[config.mk]
export PLATFORM = sky130hd
export DESIGN_NAME = misc_ctrl_regs_flat
export DESIGN_NICKNAME = d
export VERILOG_FILES = /design/src/inc/misc_ctrl_pkg.sv /design/src/inc/reg_link_if.sv /design/src/misc_ctrl_regs.sv /design/src/flat_wrapper.sv
export SDC_FILE = /design/constraint.sdc
export NUM_CORES = 1
export LEC_CHECK = 0
export BUFFER_PORTS_ARGS = -buffer_cell sky130_fd_sc_hd__buf_2
export CAP_MARGIN = 40
export CORE_AREA = 2 2 83 85
export DETAILED_ROUTE_END_ITERATION = 6
export DIE_AREA = 0 0 85 87
export PLACE_DENSITY_LB_ADDON = 0.1
export SYNTH_ARGS = -nofsm -noshare
export SYNTH_HDL_FRONTEND = slang
export SYNTH_SLANG_ARGS = --single-unit
[constraint.sdc]
create_clock -name clk_i -period 2.3 [get_ports clk_i]
set_input_delay 0.345 -clock clk_i [delete_from_list [all_inputs] [get_ports clk_i]]
set_output_delay 0.345 -clock clk_i [all_outputs]
set_load 0.005 [all_outputs]
[src/inc/misc_ctrl_pkg.sv]
// Package: register map, field positions and reset values of the group
package misc_ctrl_pkg;

    // Register offsets
    localparam logic [6:0] ADDR_SCRATCH   = 7'h41;
    localparam logic [6:0] ADDR_PHASE     = 7'h42;
    localparam logic [6:0] ADDR_PHASE_RB  = 7'h43;
    localparam logic [6:0] ADDR_TEST_WE   = 7'h49;
    localparam logic [6:0] ADDR_FILTER    = 7'h4a;
    localparam logic [6:0] ADDR_STATUS    = 7'h4b;
    localparam logic [6:0] ADDR_SOFT_RST  = 7'h5f;

    // Reset values
    localparam logic [7:0] RST_SCRATCH    = 8'h00;
    localparam logic [5:0] RST_PHASE      = 6'h20;
    localparam logic [7:0] RST_TEST_WE    = 8'h00;
    localparam logic [7:0] RST_FILTER     = 8'h14;
    localparam logic [7:0] RST_STATUS     = 8'h00;
    localparam logic [7:0] RST_SOFT_RST   = 8'h00;

    // Field positions
    localparam int POS_SCRATCH        = 0;
    localparam int POS_TEST_WE        = 7;
    localparam int POS_DRIVE_MODE     = 7;
    localparam int POS_FILT_ACC       = 1;
    localparam int POS_FILT_CLKG      = 0;
    localparam int POS_LOW_GAIN_STS   = 3;
    localparam int POS_GAIN_CTRL_STS  = 2;
    localparam int POS_SIG_STR_STS    = 1;

    // Test-only positions of the filter register, forced to reset value
    localparam logic [7:0] FILTER_TEST_MASK = 8'h7c;

    // Soft reset key and phase midpoint
    localparam logic [7:0] SOFT_RESET_KEY = 8'haa;
    localparam logic [5:0] PHASE_MID      = 6'h20;
    localparam logic [4:0] PHASE_MAX_STEP = 5'h1f;

    // Length of the internal soft reset pulse, in clock cycles
    localparam int SOFT_RESET_CYCLES = 4;

endpackage

[src/inc/reg_link_if.sv]
// Interface: register access link between host and register group
interface reg_link_if;
    logic       wr_en;
    logic       rd_en;
    logic [6:0] addr;
    logic [7:0] wdata;
    logic [7:0] rdata;
    logic       rvalid;

    modport device (
        input  wr_en,
        input  rd_en,
        input  addr,
        input  wdata,
        output rdata,
        output rvalid
    );

    modport host (
        output wr_en,
        output rd_en,
        output addr,
        output wdata,
        input  rdata,
        input  rvalid
    );
endinterface

[src/misc_ctrl_regs.sv]
// Device end: misc control register group with phase, filter and status
//
// Function
// - Scratch bit read/write, affects nothing else.
// - Six-bit code maps to I or Q correction.
// - Phase readback returns written code unmodified.
// - Filter/status writes need test-write enable set.
// - Host writes test bits at default values.
// - Accumulator bit: zero pseudo-random, one homogenized.
// - Clock-gating bit: zero off, one on.
// - Status mask bits pass live status or zero.
// - Only key pattern triggers software reset.
// - Reset key register self-clears after reset.
module misc_ctrl_regs #(
    parameter int RESET_CYCLES = misc_ctrl_pkg::SOFT_RESET_CYCLES
) (
    // Clock, reset and enable
    input  wire logic       clk_i,
    input  wire logic       rst_n_i,
    input  wire logic       ce_i,
    // Register link
    reg_link_if.device      link,
    // Live block status
    input  wire logic       low_gain_status_i,
    input  wire logic       gain_control_status_i,
    input  wire logic       signal_strength_status_i,
    // Status bits toward the converter serial stream
    output logic            low_gain_status_o,
    output logic            gain_control_status_o,
    output logic            signal_strength_status_o,
    // Filter controls
    output logic            filter_accumulator_method_o,
    output logic            filter_clock_gating_o,
    output logic            drive_boost_o,
    // Phase correction magnitudes, in 0.125 degree steps
    output logic [4:0]      phase_i_steps_o,
    output logic [4:0]      phase_q_steps_o,
    // Soft reset pulse to the rest of the chip
    output logic            soft_reset_o
);

    logic       scratch_r;
    logic [5:0] phase_r;
    logic [7:0] test_we_r;
    logic [7:0] filter_r;
    logic [7:0] status_r;
    logic [7:0] soft_key_r;
    logic [7:0] rdata_r;
    logic       rvalid_r;
    logic [2:0] sts_out_r;
    logic [7:0] rst_cnt_r;
    logic [7:0] rst_cnt_nxt;
    logic       resetting_r;

    // Write decode
    wire        wr = ce_i && link.wr_en;
    wire        wr_scratch = wr && (link.addr == misc_ctrl_pkg::ADDR_SCRATCH);
    wire        wr_phase   = wr && (link.addr == misc_ctrl_pkg::ADDR_PHASE);
    wire        wr_test_we = wr && (link.addr == misc_ctrl_pkg::ADDR_TEST_WE);
    wire        test_we_on = test_we_r[misc_ctrl_pkg::POS_TEST_WE];
    wire        wr_filter  = wr && test_we_on
                             && (link.addr == misc_ctrl_pkg::ADDR_FILTER);
    wire        wr_status  = wr && test_we_on
                             && (link.addr == misc_ctrl_pkg::ADDR_STATUS);
    wire        wr_key     = wr && (link.addr == misc_ctrl_pkg::ADDR_SOFT_RST);
    wire        key_hit    = wr_key
                             && (link.wdata == misc_ctrl_pkg::SOFT_RESET_KEY);
    wire        rst_done   = resetting_r && (rst_cnt_r == 8'h01);

    // Phase code to correction magnitude
    function automatic logic [4:0] i_steps(input logic [5:0] code);
        if (code[5])
            i_steps = 5'h00;
        else if (code[4:1] == 4'h0)
            i_steps = misc_ctrl_pkg::PHASE_MAX_STEP;
        else
            i_steps = 5'(misc_ctrl_pkg::PHASE_MID - code);
    endfunction

    // Read mux; unmapped addresses read as zero
    logic [7:0] rmux;
    always_comb
    begin
        case (link.addr)
            misc_ctrl_pkg::ADDR_SCRATCH:  rmux = {7'h00, scratch_r};
            misc_ctrl_pkg::ADDR_PHASE:    rmux = {2'h0, phase_r};
            misc_ctrl_pkg::ADDR_PHASE_RB: rmux = {2'h0, phase_r};
            misc_ctrl_pkg::ADDR_TEST_WE:  rmux = {test_we_r[7], 7'h00};
            misc_ctrl_pkg::ADDR_FILTER:   rmux = filter_r;
            misc_ctrl_pkg::ADDR_STATUS:   rmux = status_r;
            misc_ctrl_pkg::ADDR_SOFT_RST: rmux = soft_key_r;
            default:                      rmux = 8'h00;
        endcase
    end

    // Configuration registers; soft reset returns them to defaults
    always_ff @(posedge clk_i or negedge rst_n_i)
    begin
        if (!rst_n_i)
        begin
            scratch_r <= misc_ctrl_pkg::RST_SCRATCH[0];
            phase_r   <= misc_ctrl_pkg::RST_PHASE;
            test_we_r <= misc_ctrl_pkg::RST_TEST_WE;
            filter_r  <= misc_ctrl_pkg::RST_FILTER;
            status_r  <= misc_ctrl_pkg::RST_STATUS;
        end
        else if (ce_i && rst_done)
        begin
            scratch_r <= misc_ctrl_pkg::RST_SCRATCH[0];
            phase_r   <= misc_ctrl_pkg::RST_PHASE;
            test_we_r <= misc_ctrl_pkg::RST_TEST_WE;
            filter_r  <= misc_ctrl_pkg::RST_FILTER;
            status_r  <= misc_ctrl_pkg::RST_STATUS;
        end
        else
        begin
            if (wr_scratch)
                scratch_r <= link.wdata[misc_ctrl_pkg::POS_SCRATCH];
            if (wr_phase)
                phase_r <= link.wdata[5:0];
            if (wr_test_we)
                test_we_r <= {link.wdata[misc_ctrl_pkg::POS_TEST_WE], 7'h00};
            if (wr_filter)
                filter_r <= link.wdata;
            if (wr_status)
                status_r <= link.wdata;
        end
    end

    // Soft reset sequencer; a new host write beats the self-clear
    assign rst_cnt_nxt = key_hit ? 8'(RESET_CYCLES)
                       : (resetting_r ? rst_cnt_r - 8'h01 : rst_cnt_r);
    always_ff @(posedge clk_i or negedge rst_n_i)
    begin
        if (!rst_n_i)
        begin
            soft_key_r  <= misc_ctrl_pkg::RST_SOFT_RST;
            rst_cnt_r   <= 8'h00;
            resetting_r <= 1'b0;
        end
        else if (ce_i)
        begin
            rst_cnt_r   <= rst_cnt_nxt;
            resetting_r <= key_hit || (resetting_r && !rst_done);
            if (wr_key)
                soft_key_r <= link.wdata;
            else if (rst_done)
                soft_key_r <= misc_ctrl_pkg::RST_SOFT_RST;
        end
    end
    assign soft_reset_o = resetting_r;

    // Read answer one cycle after the strobe
    always_ff @(posedge clk_i or negedge rst_n_i)
    begin
        if (!rst_n_i)
        begin
            rdata_r  <= 8'h00;
            rvalid_r <= 1'b0;
        end
        else if (ce_i)
        begin
            rvalid_r <= link.rd_en;
            if (link.rd_en)
                rdata_r <= rmux;
        end
    end
    assign link.rdata  = rdata_r;
    assign link.rvalid = rvalid_r;

    // Masked status bits, registered to keep the stream glitch free
    always_ff @(posedge clk_i or negedge rst_n_i)
    begin
        if (!rst_n_i)
            sts_out_r <= 3'h0;
        else if (ce_i)
            sts_out_r <= {
                low_gain_status_i
                    & status_r[misc_ctrl_pkg::POS_LOW_GAIN_STS],
                gain_control_status_i
                    & status_r[misc_ctrl_pkg::POS_GAIN_CTRL_STS],
                signal_strength_status_i
                    & status_r[misc_ctrl_pkg::POS_SIG_STR_STS]};
    end
    assign low_gain_status_o        = sts_out_r[2];
    assign gain_control_status_o    = sts_out_r[1];
    assign signal_strength_status_o = sts_out_r[0];

    // Filter controls straight from the register
    // accumulator select
    assign filter_accumulator_method_o =
        filter_r[misc_ctrl_pkg::POS_FILT_ACC];
    assign filter_clock_gating_o = filter_r[misc_ctrl_pkg::POS_FILT_CLKG];
    assign drive_boost_o         = filter_r[misc_ctrl_pkg::POS_DRIVE_MODE];

    assign phase_i_steps_o = i_steps(phase_r);
    assign phase_q_steps_o = phase_r[5] ? phase_r[4:0] : 5'h00;

endmodule // misc_ctrl_regs

[src/flat_wrapper.sv]
// flat-port wrapper written by rule: the top's interface ports become plain ports
module misc_ctrl_regs_flat 
#(
    parameter int RESET_CYCLES = misc_ctrl_pkg::SOFT_RESET_CYCLES
)
  (clk_i, rst_n_i, ce_i, low_gain_status_i, gain_control_status_i, signal_strength_status_i, low_gain_status_o, gain_control_status_o, signal_strength_status_o, filter_accumulator_method_o, filter_clock_gating_o, drive_boost_o, phase_i_steps_o, phase_q_steps_o, soft_reset_o, link_wr_en, link_rd_en, link_addr, link_wdata, link_rdata, link_rvalid);
  reg_link_if link_i ();
  input  wire logic clk_i;
  input  wire logic rst_n_i;
  input  wire logic ce_i;
  input  wire logic low_gain_status_i;
  input  wire logic gain_control_status_i;
  input  wire logic signal_strength_status_i;
  output logic low_gain_status_o;
  output logic gain_control_status_o;
  output logic signal_strength_status_o;
  output logic filter_accumulator_method_o;
  output logic filter_clock_gating_o;
  output logic drive_boost_o;
  output logic [4:0] phase_i_steps_o;
  output logic [4:0] phase_q_steps_o;
  output logic soft_reset_o;
  input wire logic [$bits(link_i.wr_en)-1:0] link_wr_en;
  input wire logic [$bits(link_i.rd_en)-1:0] link_rd_en;
  input wire logic [$bits(link_i.addr)-1:0] link_addr;
  input wire logic [$bits(link_i.wdata)-1:0] link_wdata;
  output wire logic [$bits(link_i.rdata)-1:0] link_rdata;
  output wire logic [$bits(link_i.rvalid)-1:0] link_rvalid;
  assign link_i.wr_en = link_wr_en;
  assign link_i.rd_en = link_rd_en;
  assign link_i.addr = link_addr;
  assign link_i.wdata = link_wdata;
  assign link_rdata = link_i.rdata;
  assign link_rvalid = link_i.rvalid;
  misc_ctrl_regs #(.RESET_CYCLES(RESET_CYCLES)) u_core (.clk_i(clk_i), .rst_n_i(rst_n_i), .ce_i(ce_i), .link(link_i), .low_gain_status_i(low_gain_status_i), .gain_control_status_i(gain_control_status_i), .signal_strength_status_i(signal_strength_status_i), .low_gain_status_o(low_gain_status_o), .gain_control_status_o(gain_control_status_o), .signal_strength_status_o(signal_strength_status_o), .filter_accumulator_method_o(filter_accumulator_method_o), .filter_clock_gating_o(filter_clock_gating_o), .drive_boost_o(drive_boost_o), .phase_i_steps_o(phase_i_steps_o), .phase_q_steps_o(phase_q_steps_o), .soft_reset_o(soft_reset_o));
endmodule
==> metrics.txt, run 1 <==
Max clock buf depth=2; Crit. Startpoint=u_core.phase_r[0]$_DFFE_PN0P_; FILL cells=612; P_leak=~0.0016 uW; ANT cells=0; Critical-path top delay cell=dfrtp_1; pin count of the biggest net entering global routing=32; Cell Rows=30; layout cells sized above 1=29.5%; Final Cycle Share=87.6%; Synth Cell Area=2840 sq um; Netlist cell types=between 40 and 50; Power Density=just over 500 nW/um^2; largest area contributor in the netlist=dfrtp_1; CP Launch Type=flop; commonest register cell after synthesis=dfrtp_1; WL met3=254 um; core area=approximately 6600 sq um; Initial Util=43.3%; Area Growth Syn to Fin=17.0%; wire length on met2=roughly 3400 um; Final Setup Violations=0; # IOs=slightly below 50; Synth Instances=around 280; clock period minus worst slack=about 2.0 ns; Initial DRT Pass Iterations=4; PortBufs=between 40 and 50; initial antenna violation count=0; layout net count=between 300 and 400; Post-CTS Hold Buffers=0; final hold violations=0; Max-Cap Viols=0; Slew headroom=50.4%; final slew viol count=0; WP data required=roughly 2.0 ns; DR WL/cell=17.3 um; area fraction of the dominant cell type after synthesis=between 40% and 50%; top cells by area, synth=dfrtp_1 (44%), mux2i_1 (9.2%), nor2_1 (4.2%); uppermost layer routed=met4; CTS tree=done; post-DP HPWL=between 5000 and 6000 um; Die Height=a little under 90 um; Reg clk slew, reported paths=about 0.10 ns; status=finished clean; Max Clock Skew=around 0.0069 ns; mean post-synth cell area=slightly above 10 sq um; CP peak stage delay=0.43 ns; metal1 wirelength=roughly 3500 um; kind of critical path=reg -> out; crit-path cells=inv_1, ha_1, nand2b_1, o21a_1, a211oi_1, buf_2; family with the most delay on the worst path=flip-flops; Vias/cell=between 5 and 6; syn nets=307; worst min-delay path category=in -> async; FF+latch count, synth=53; register area share after synthesis=a little under half; H-tree depth=2; total CTS buffers=5; ys async rst share=100%; post-CTS setup buffers=0; Routed Antenna Nets=0; cts repair resizes=0; final worst slack=0.285 ns; area of placed instances=3240 sq um; die area=around 7400 sq um; global-route usage over all layers=between 20% and 30%; setup slack at placement=between 0.15 and 0.2 ns; Hold WS=0.00610 ns; Setup Total Neg Slack=0 ns; CP arrival=between 1.5 and 2 ns; worst-margin pin slew=0.741 ns; GPL Wtd Cong=0.818; Max VDD drop=284 uV; Total Power=around 1700 uW; 1st-iter DRT viols=around 160; Critical path buffers and inverters=2; total wire length=7190 um; vias in the first global route=around 2200; Sink Count=53; first-pass GRT wire length=~12000 um; RSZ-0062 raised after global routing=false; critical path fanouts, max=5; Reg-to-Reg Start=u_core.rst_cnt_r[2]$_DFFE_PN0P_; DRC viols=0; root buf cell=clkbuf_8; die width=between 80 and 90 um; clk_lat worst skew=between 0.3 and 0.4 ns; Post-synth EDFFs=0; Syn. warnings=0; Worst Setup End Kind=primary output; grt ovf=0; Via Count=about 2300; Final Cell Area=between 3000 and 4000 sq um; fmax=roughly 0.50 GHz
-- kinds of logic after synthesis --
| group | share of synthesized area [%] |
|---|---|
| muxes | 12.3 |
| AOI/OAI and AO/OA | 12.0 |
| and+or+nand+nor | 24.4 |
| buffers and inverters | 3.08 |
| DFF | 46.8 |
| adders and majority gates | 1.32 |
-- cell type report --
cell class	count	area (sq um)	area share, %
clock inverters	3	17.5	0.527
well taps	80	100	3.01
inverters	9	33.8	1.02
repair buffers	59	348	10.5
flip-flops and latches	53	1330	40.0
multi-input cells	207	1430	42.9
clock buffers	5	68.8	2.07
-- state kept, by name (all words and copies together) (netlist names), 3 cells and up --
register           count
u_core.sts_out_r       3
u_core.status_r        8
u_core.phase_r         6
u_core.soft_key_r      8
u_core.rst_cnt_r       8
u_core.filter_r        8
u_core.link.rdata      8
-- final timing paths --
kind / to / depth (start not counted) / slack (ns)
setup / recovery: phase_i_steps_o[4] / 6 / 0.29
setup reg to reg: u_core.rst_cnt_r[5]$_DFFE_PN0P_ / 4 / 0.51
hold / removal: u_core.filter_r[1]$_DFFE_PN0P_ / 1 / 0.006
hold reg to reg: u_core.link.rvalid$_DFFE_PN0P_ / 1 / 0.48
min in group clk_i: u_core.sts_out_r[1]$_DFFE_PN0P_ / 3 / 0.27
max in group asynchronous: u_core.phase_r[5]$_DFFE_PN1P_ / 2 / 1.67
-- synthesized netlist by cell type, types with 3 or more instances --
master / count
dfrtp_1: 50
nor2_1: 32
mux2i_1: 26
a21oi_1: 16
nor2_2: 14
nor3_1: 13
o21ai_0: 10
inv_1: 9
a22o_1: 8
mux2_2: 8
nand2_1: 8
nand3_1: 8
and2_1: 6
clkbuf_1: 5
a22oi_1: 4
buf_2: 4
nor2b_1: 4
a211oi_1: 3
a221oi_1: 3
dfstp_2: 3
ha_1: 3
nand2b_1: 3
nor4bb_1: 3
-- routing by layer --
metal,vias to the layer above,global-route usage [%]
li1,1122,-
met1,1087,28.6
met2,46,32.9
met3,6,3.41
met4,0,6.20
met5,-,0
-- placed cells by master (no fill, tap or decap), types with 3 or more instances in the layout --
cell / count
inv_1: 9
nor2_2: 15
and2_1: 6
nand3_1: 8
clkbuf_8: 5
nand2_1: 8
a22oi_1: 4
nor3_1: 13
mux2i_1: 26
nor2b_1: 4
buf_4: 9
a221oi_1: 3
dfstp_2: 3
mux2_2: 8
nor4bb_1: 3
ha_1: 3
nor2_1: 31
buf_2: 48
a22o_1: 8
o21ai_0: 10
a21oi_1: 16
dfrtp_1: 50
nand2b_1: 3
a211oi_1: 3
-- power by group --
| part | internal, uW | leakage (uW) | total (uW) | switching (uW) |
|---|---|---|---|---|
| Sequential | 964 | 0.000705 | 990 | 25.6 |
| Combinational | 84.7 | 0.000804 | 204 | 119 |
| Clock | 211 | 0.0000439 | 533 | 322 |
-- worst reg2reg max path: cells and delay by family, from the launching register on --
family,cells,cell delay (ns)
simple gates,3,1.18
flops,1,0.44
compound gates,1,0.06
-- stage by stage --
stage | std cells | utilization, %
floorplan | 281 | -
global placement | 408 | 49.3
detailed placement | 408 | 49.3
CTS | 416 | 50.6
global route | 416 | 50.6
finish | 416 | 50.6
(Power assumes the default switching activity.)
==> run 2: changes to the inputs <==
ABC_CLOCK_PERIOD_IN_PS = 2600   (was not set)
CORE_AREA = 5 5 86 88   (was 2 2 83 85)
DIE_AREA = 0 0 91 93   (was 0 0 85 87)
clock period = 2.6 ns   (was 2.3 ns; I/O delays follow)
==> run 2 against run 1 <==
Effect of this change:
- clock power shrank 12%
- combinational power shrank 12%
- power shrank 12%
- setup slack gained 0.28 ns
- non-clock buffer count grew 1
- final area shrank 0.15%
- utilization shrank 0.076 points
- clock skew is essentially flat
- die area grew 14%
- first-iteration DRC count shrank 18%
- worst hold slack gained 0.084 ns
- critical endpoint unchanged
- final cell count grew 0.24%
==> metrics.txt, run 2 (synthesized netlist as in run 1, its figures left out) <==
area of placed instances=around 3200 sq um; Util after Layout=between 50% and 60%; Hold WS=approximately 0.090 ns; R2R setup slack=around 0.76 ns; total CTS buffers=5; WP data required=2.21 ns; most frequent cells in the layout=dfrtp_1 (50), buf_2 (48), nor2_1 (31); Die Height=around 93 um; final slew viol count=0; Final Cycle Share=between 70% and 80%; clock period minus worst slack=about 2 ns; Max Clock Skew=between 0.006 and 0.007 ns; ANT cells=0; RSZ-0062 raised after global routing=false; Vias/cell=between 5 and 6; Post-CTS Hold Buffers=0; DR WL/cell=around 17 um; PortBufs=48; final hold violations=0; post-CTS setup buffers=0; cts repair resizes=0; clk_lat worst skew=0.31 ns; total wire length=a little over 7000 um; commonest non-fill, non-tap cell in the layout=dfrtp_1; worst min-delay path category=in -> async; pin count of the biggest net entering global routing=29; kind of critical path=reg -> out; Max clock buf depth=2; CP arrival=roughly 1.7 ns; Power Density=approximately 460 nW/um^2; Critical-path top delay cell=dfrtp_1; Register Area=about 1300 sq um; # IOs=49; P_leak=~0.0016 uW; critical path fanouts, max=5; Initial DRT Pass Iterations=4; status=finished clean; Cell Rows=30; FILL cells=629; Reg-to-Reg Start=u_core.soft_reset_o$_DFFE_PN0P_; vias in the first global route=approximately 2300; CP peak stage delay=roughly 0.43 ns; CP Launch Type=flop; Reg2Reg Depth=4; initial antenna violation count=0; Setup crit end=phase_i_steps_o[4]; DRC viols=0; global-route usage over all layers=a little under a fifth; post-DP HPWL=just over 5000 um; Worst Setup End Kind=primary output; crit-path cells=inv_1, ha_1, nand2b_1, o21a_1, a211oi_1, buf_2; H-tree depth=2; Final Setup Violations=0; die width=91 um; Crit. Startpoint=u_core.phase_r[0]$_DFFE_PN0P_; Via Count=~2300; layout net count=362; Multi-input gate area=1430 sq um; die area=~8500 sq um; Initial Util=43.3%; fmax=between 0.4 and 0.5 GHz; Sink Count=53; grt ovf=0; first-pass GRT wire length=roughly 12000 um; core area=~6600 sq um; Max VDD drop=between 200 and 250 uV; root buf cell=clkbuf_8; R2R Path End=u_core.rst_cnt_r[5]$_DFFE_PN0P_; CTS tree=done; Setup Total Neg Slack=0 ns; Final Cell Area=3320 sq um; Reg clk slew, reported paths=0.09 ns; worst-margin pin slew=0.640 ns; Slew headroom=~57%; Routed Antenna Nets=0; 1st-iter DRT viols=roughly 130; Area Growth Syn to Fin=16.8%; GPL Wtd Cong=0.824; Max-Cap Viols=0; layout cells sized above 1=29.7%
-- run 2: through the flow --
| step | setup slack [ns] | instances | total power (uW) |
|---|---|---|---|
| 2_1_floorplan | 0.892 | 281 | 973 |
| 3_3_place_gp | 0.680 | 409 | 1070 |
| 3_5_place_dp | 0.660 | 409 | 1070 |
| 4_1_cts | 0.548 | 417 | 1550 |
| 5_1_grt | 0.440 | 417 | 1610 |
| 6_report | 0.562 | 417 | 1530 |
-- run 2: final cells by class --
cell class,instances,share of cell area (%)
sequential,53,40.1
clock buffer,5,2.07
tap,80,3.02
clock inverter,3,0.528
timing repair buffer,60,10.3
multi-input combinational,207,43.0
inverter,9,1.02
-- run 2: how the worst min path moves through the flow --
stage | to | depth (start not counted)
floorplan | u_core.filter_r[0]$_DFFE_PN0P_ | 0
global placement | u_core.link.rdata[1]$_DFFE_PN0P_ | 1
detailed placement | u_core.link.rdata[4]$_DFFE_PN0P_ | 1
CTS | u_core.link.rdata[3]$_DFFE_PN0P_ | 1
global route | u_core.link.rdata[3]$_DFFE_PN0P_ | 1
finish | u_core.link.rdata[1]$_DFFE_PN0P_ | 1
-- run 2: critical path: cells and delay by family, from the launching register on --
kind	cells	cell delay (ns)
buffers and inverters	2	0.26
AOI/OAI and AO/OA	2	0.38
DFF	1	0.43
adders and majority gates	1	0.17
and+or+nand+nor	1	0.09
-- run 2: power breakdown --
| group | switching [uW] | internal [uW] |
|---|---|---|
| Combinational | 104 | 75.7 |
| Sequential | 22.4 | 853 |
| Clock | 284 | 187 |
-- run 2: metal layers --
metal | up-vias | global-route usage, % | share of wire [%] | routed length [um]
met4 | 0 | 5.01 | 1.1 | 78
met5 | - | 0 | 0 | 0
li1 | 1123 | - | - | -
met2 | 46 | 28.8 | 46 | 3320
met3 | 7 | 3.38 | 4.3 | 306
met1 | 1137 | 25.5 | 49 | 3490
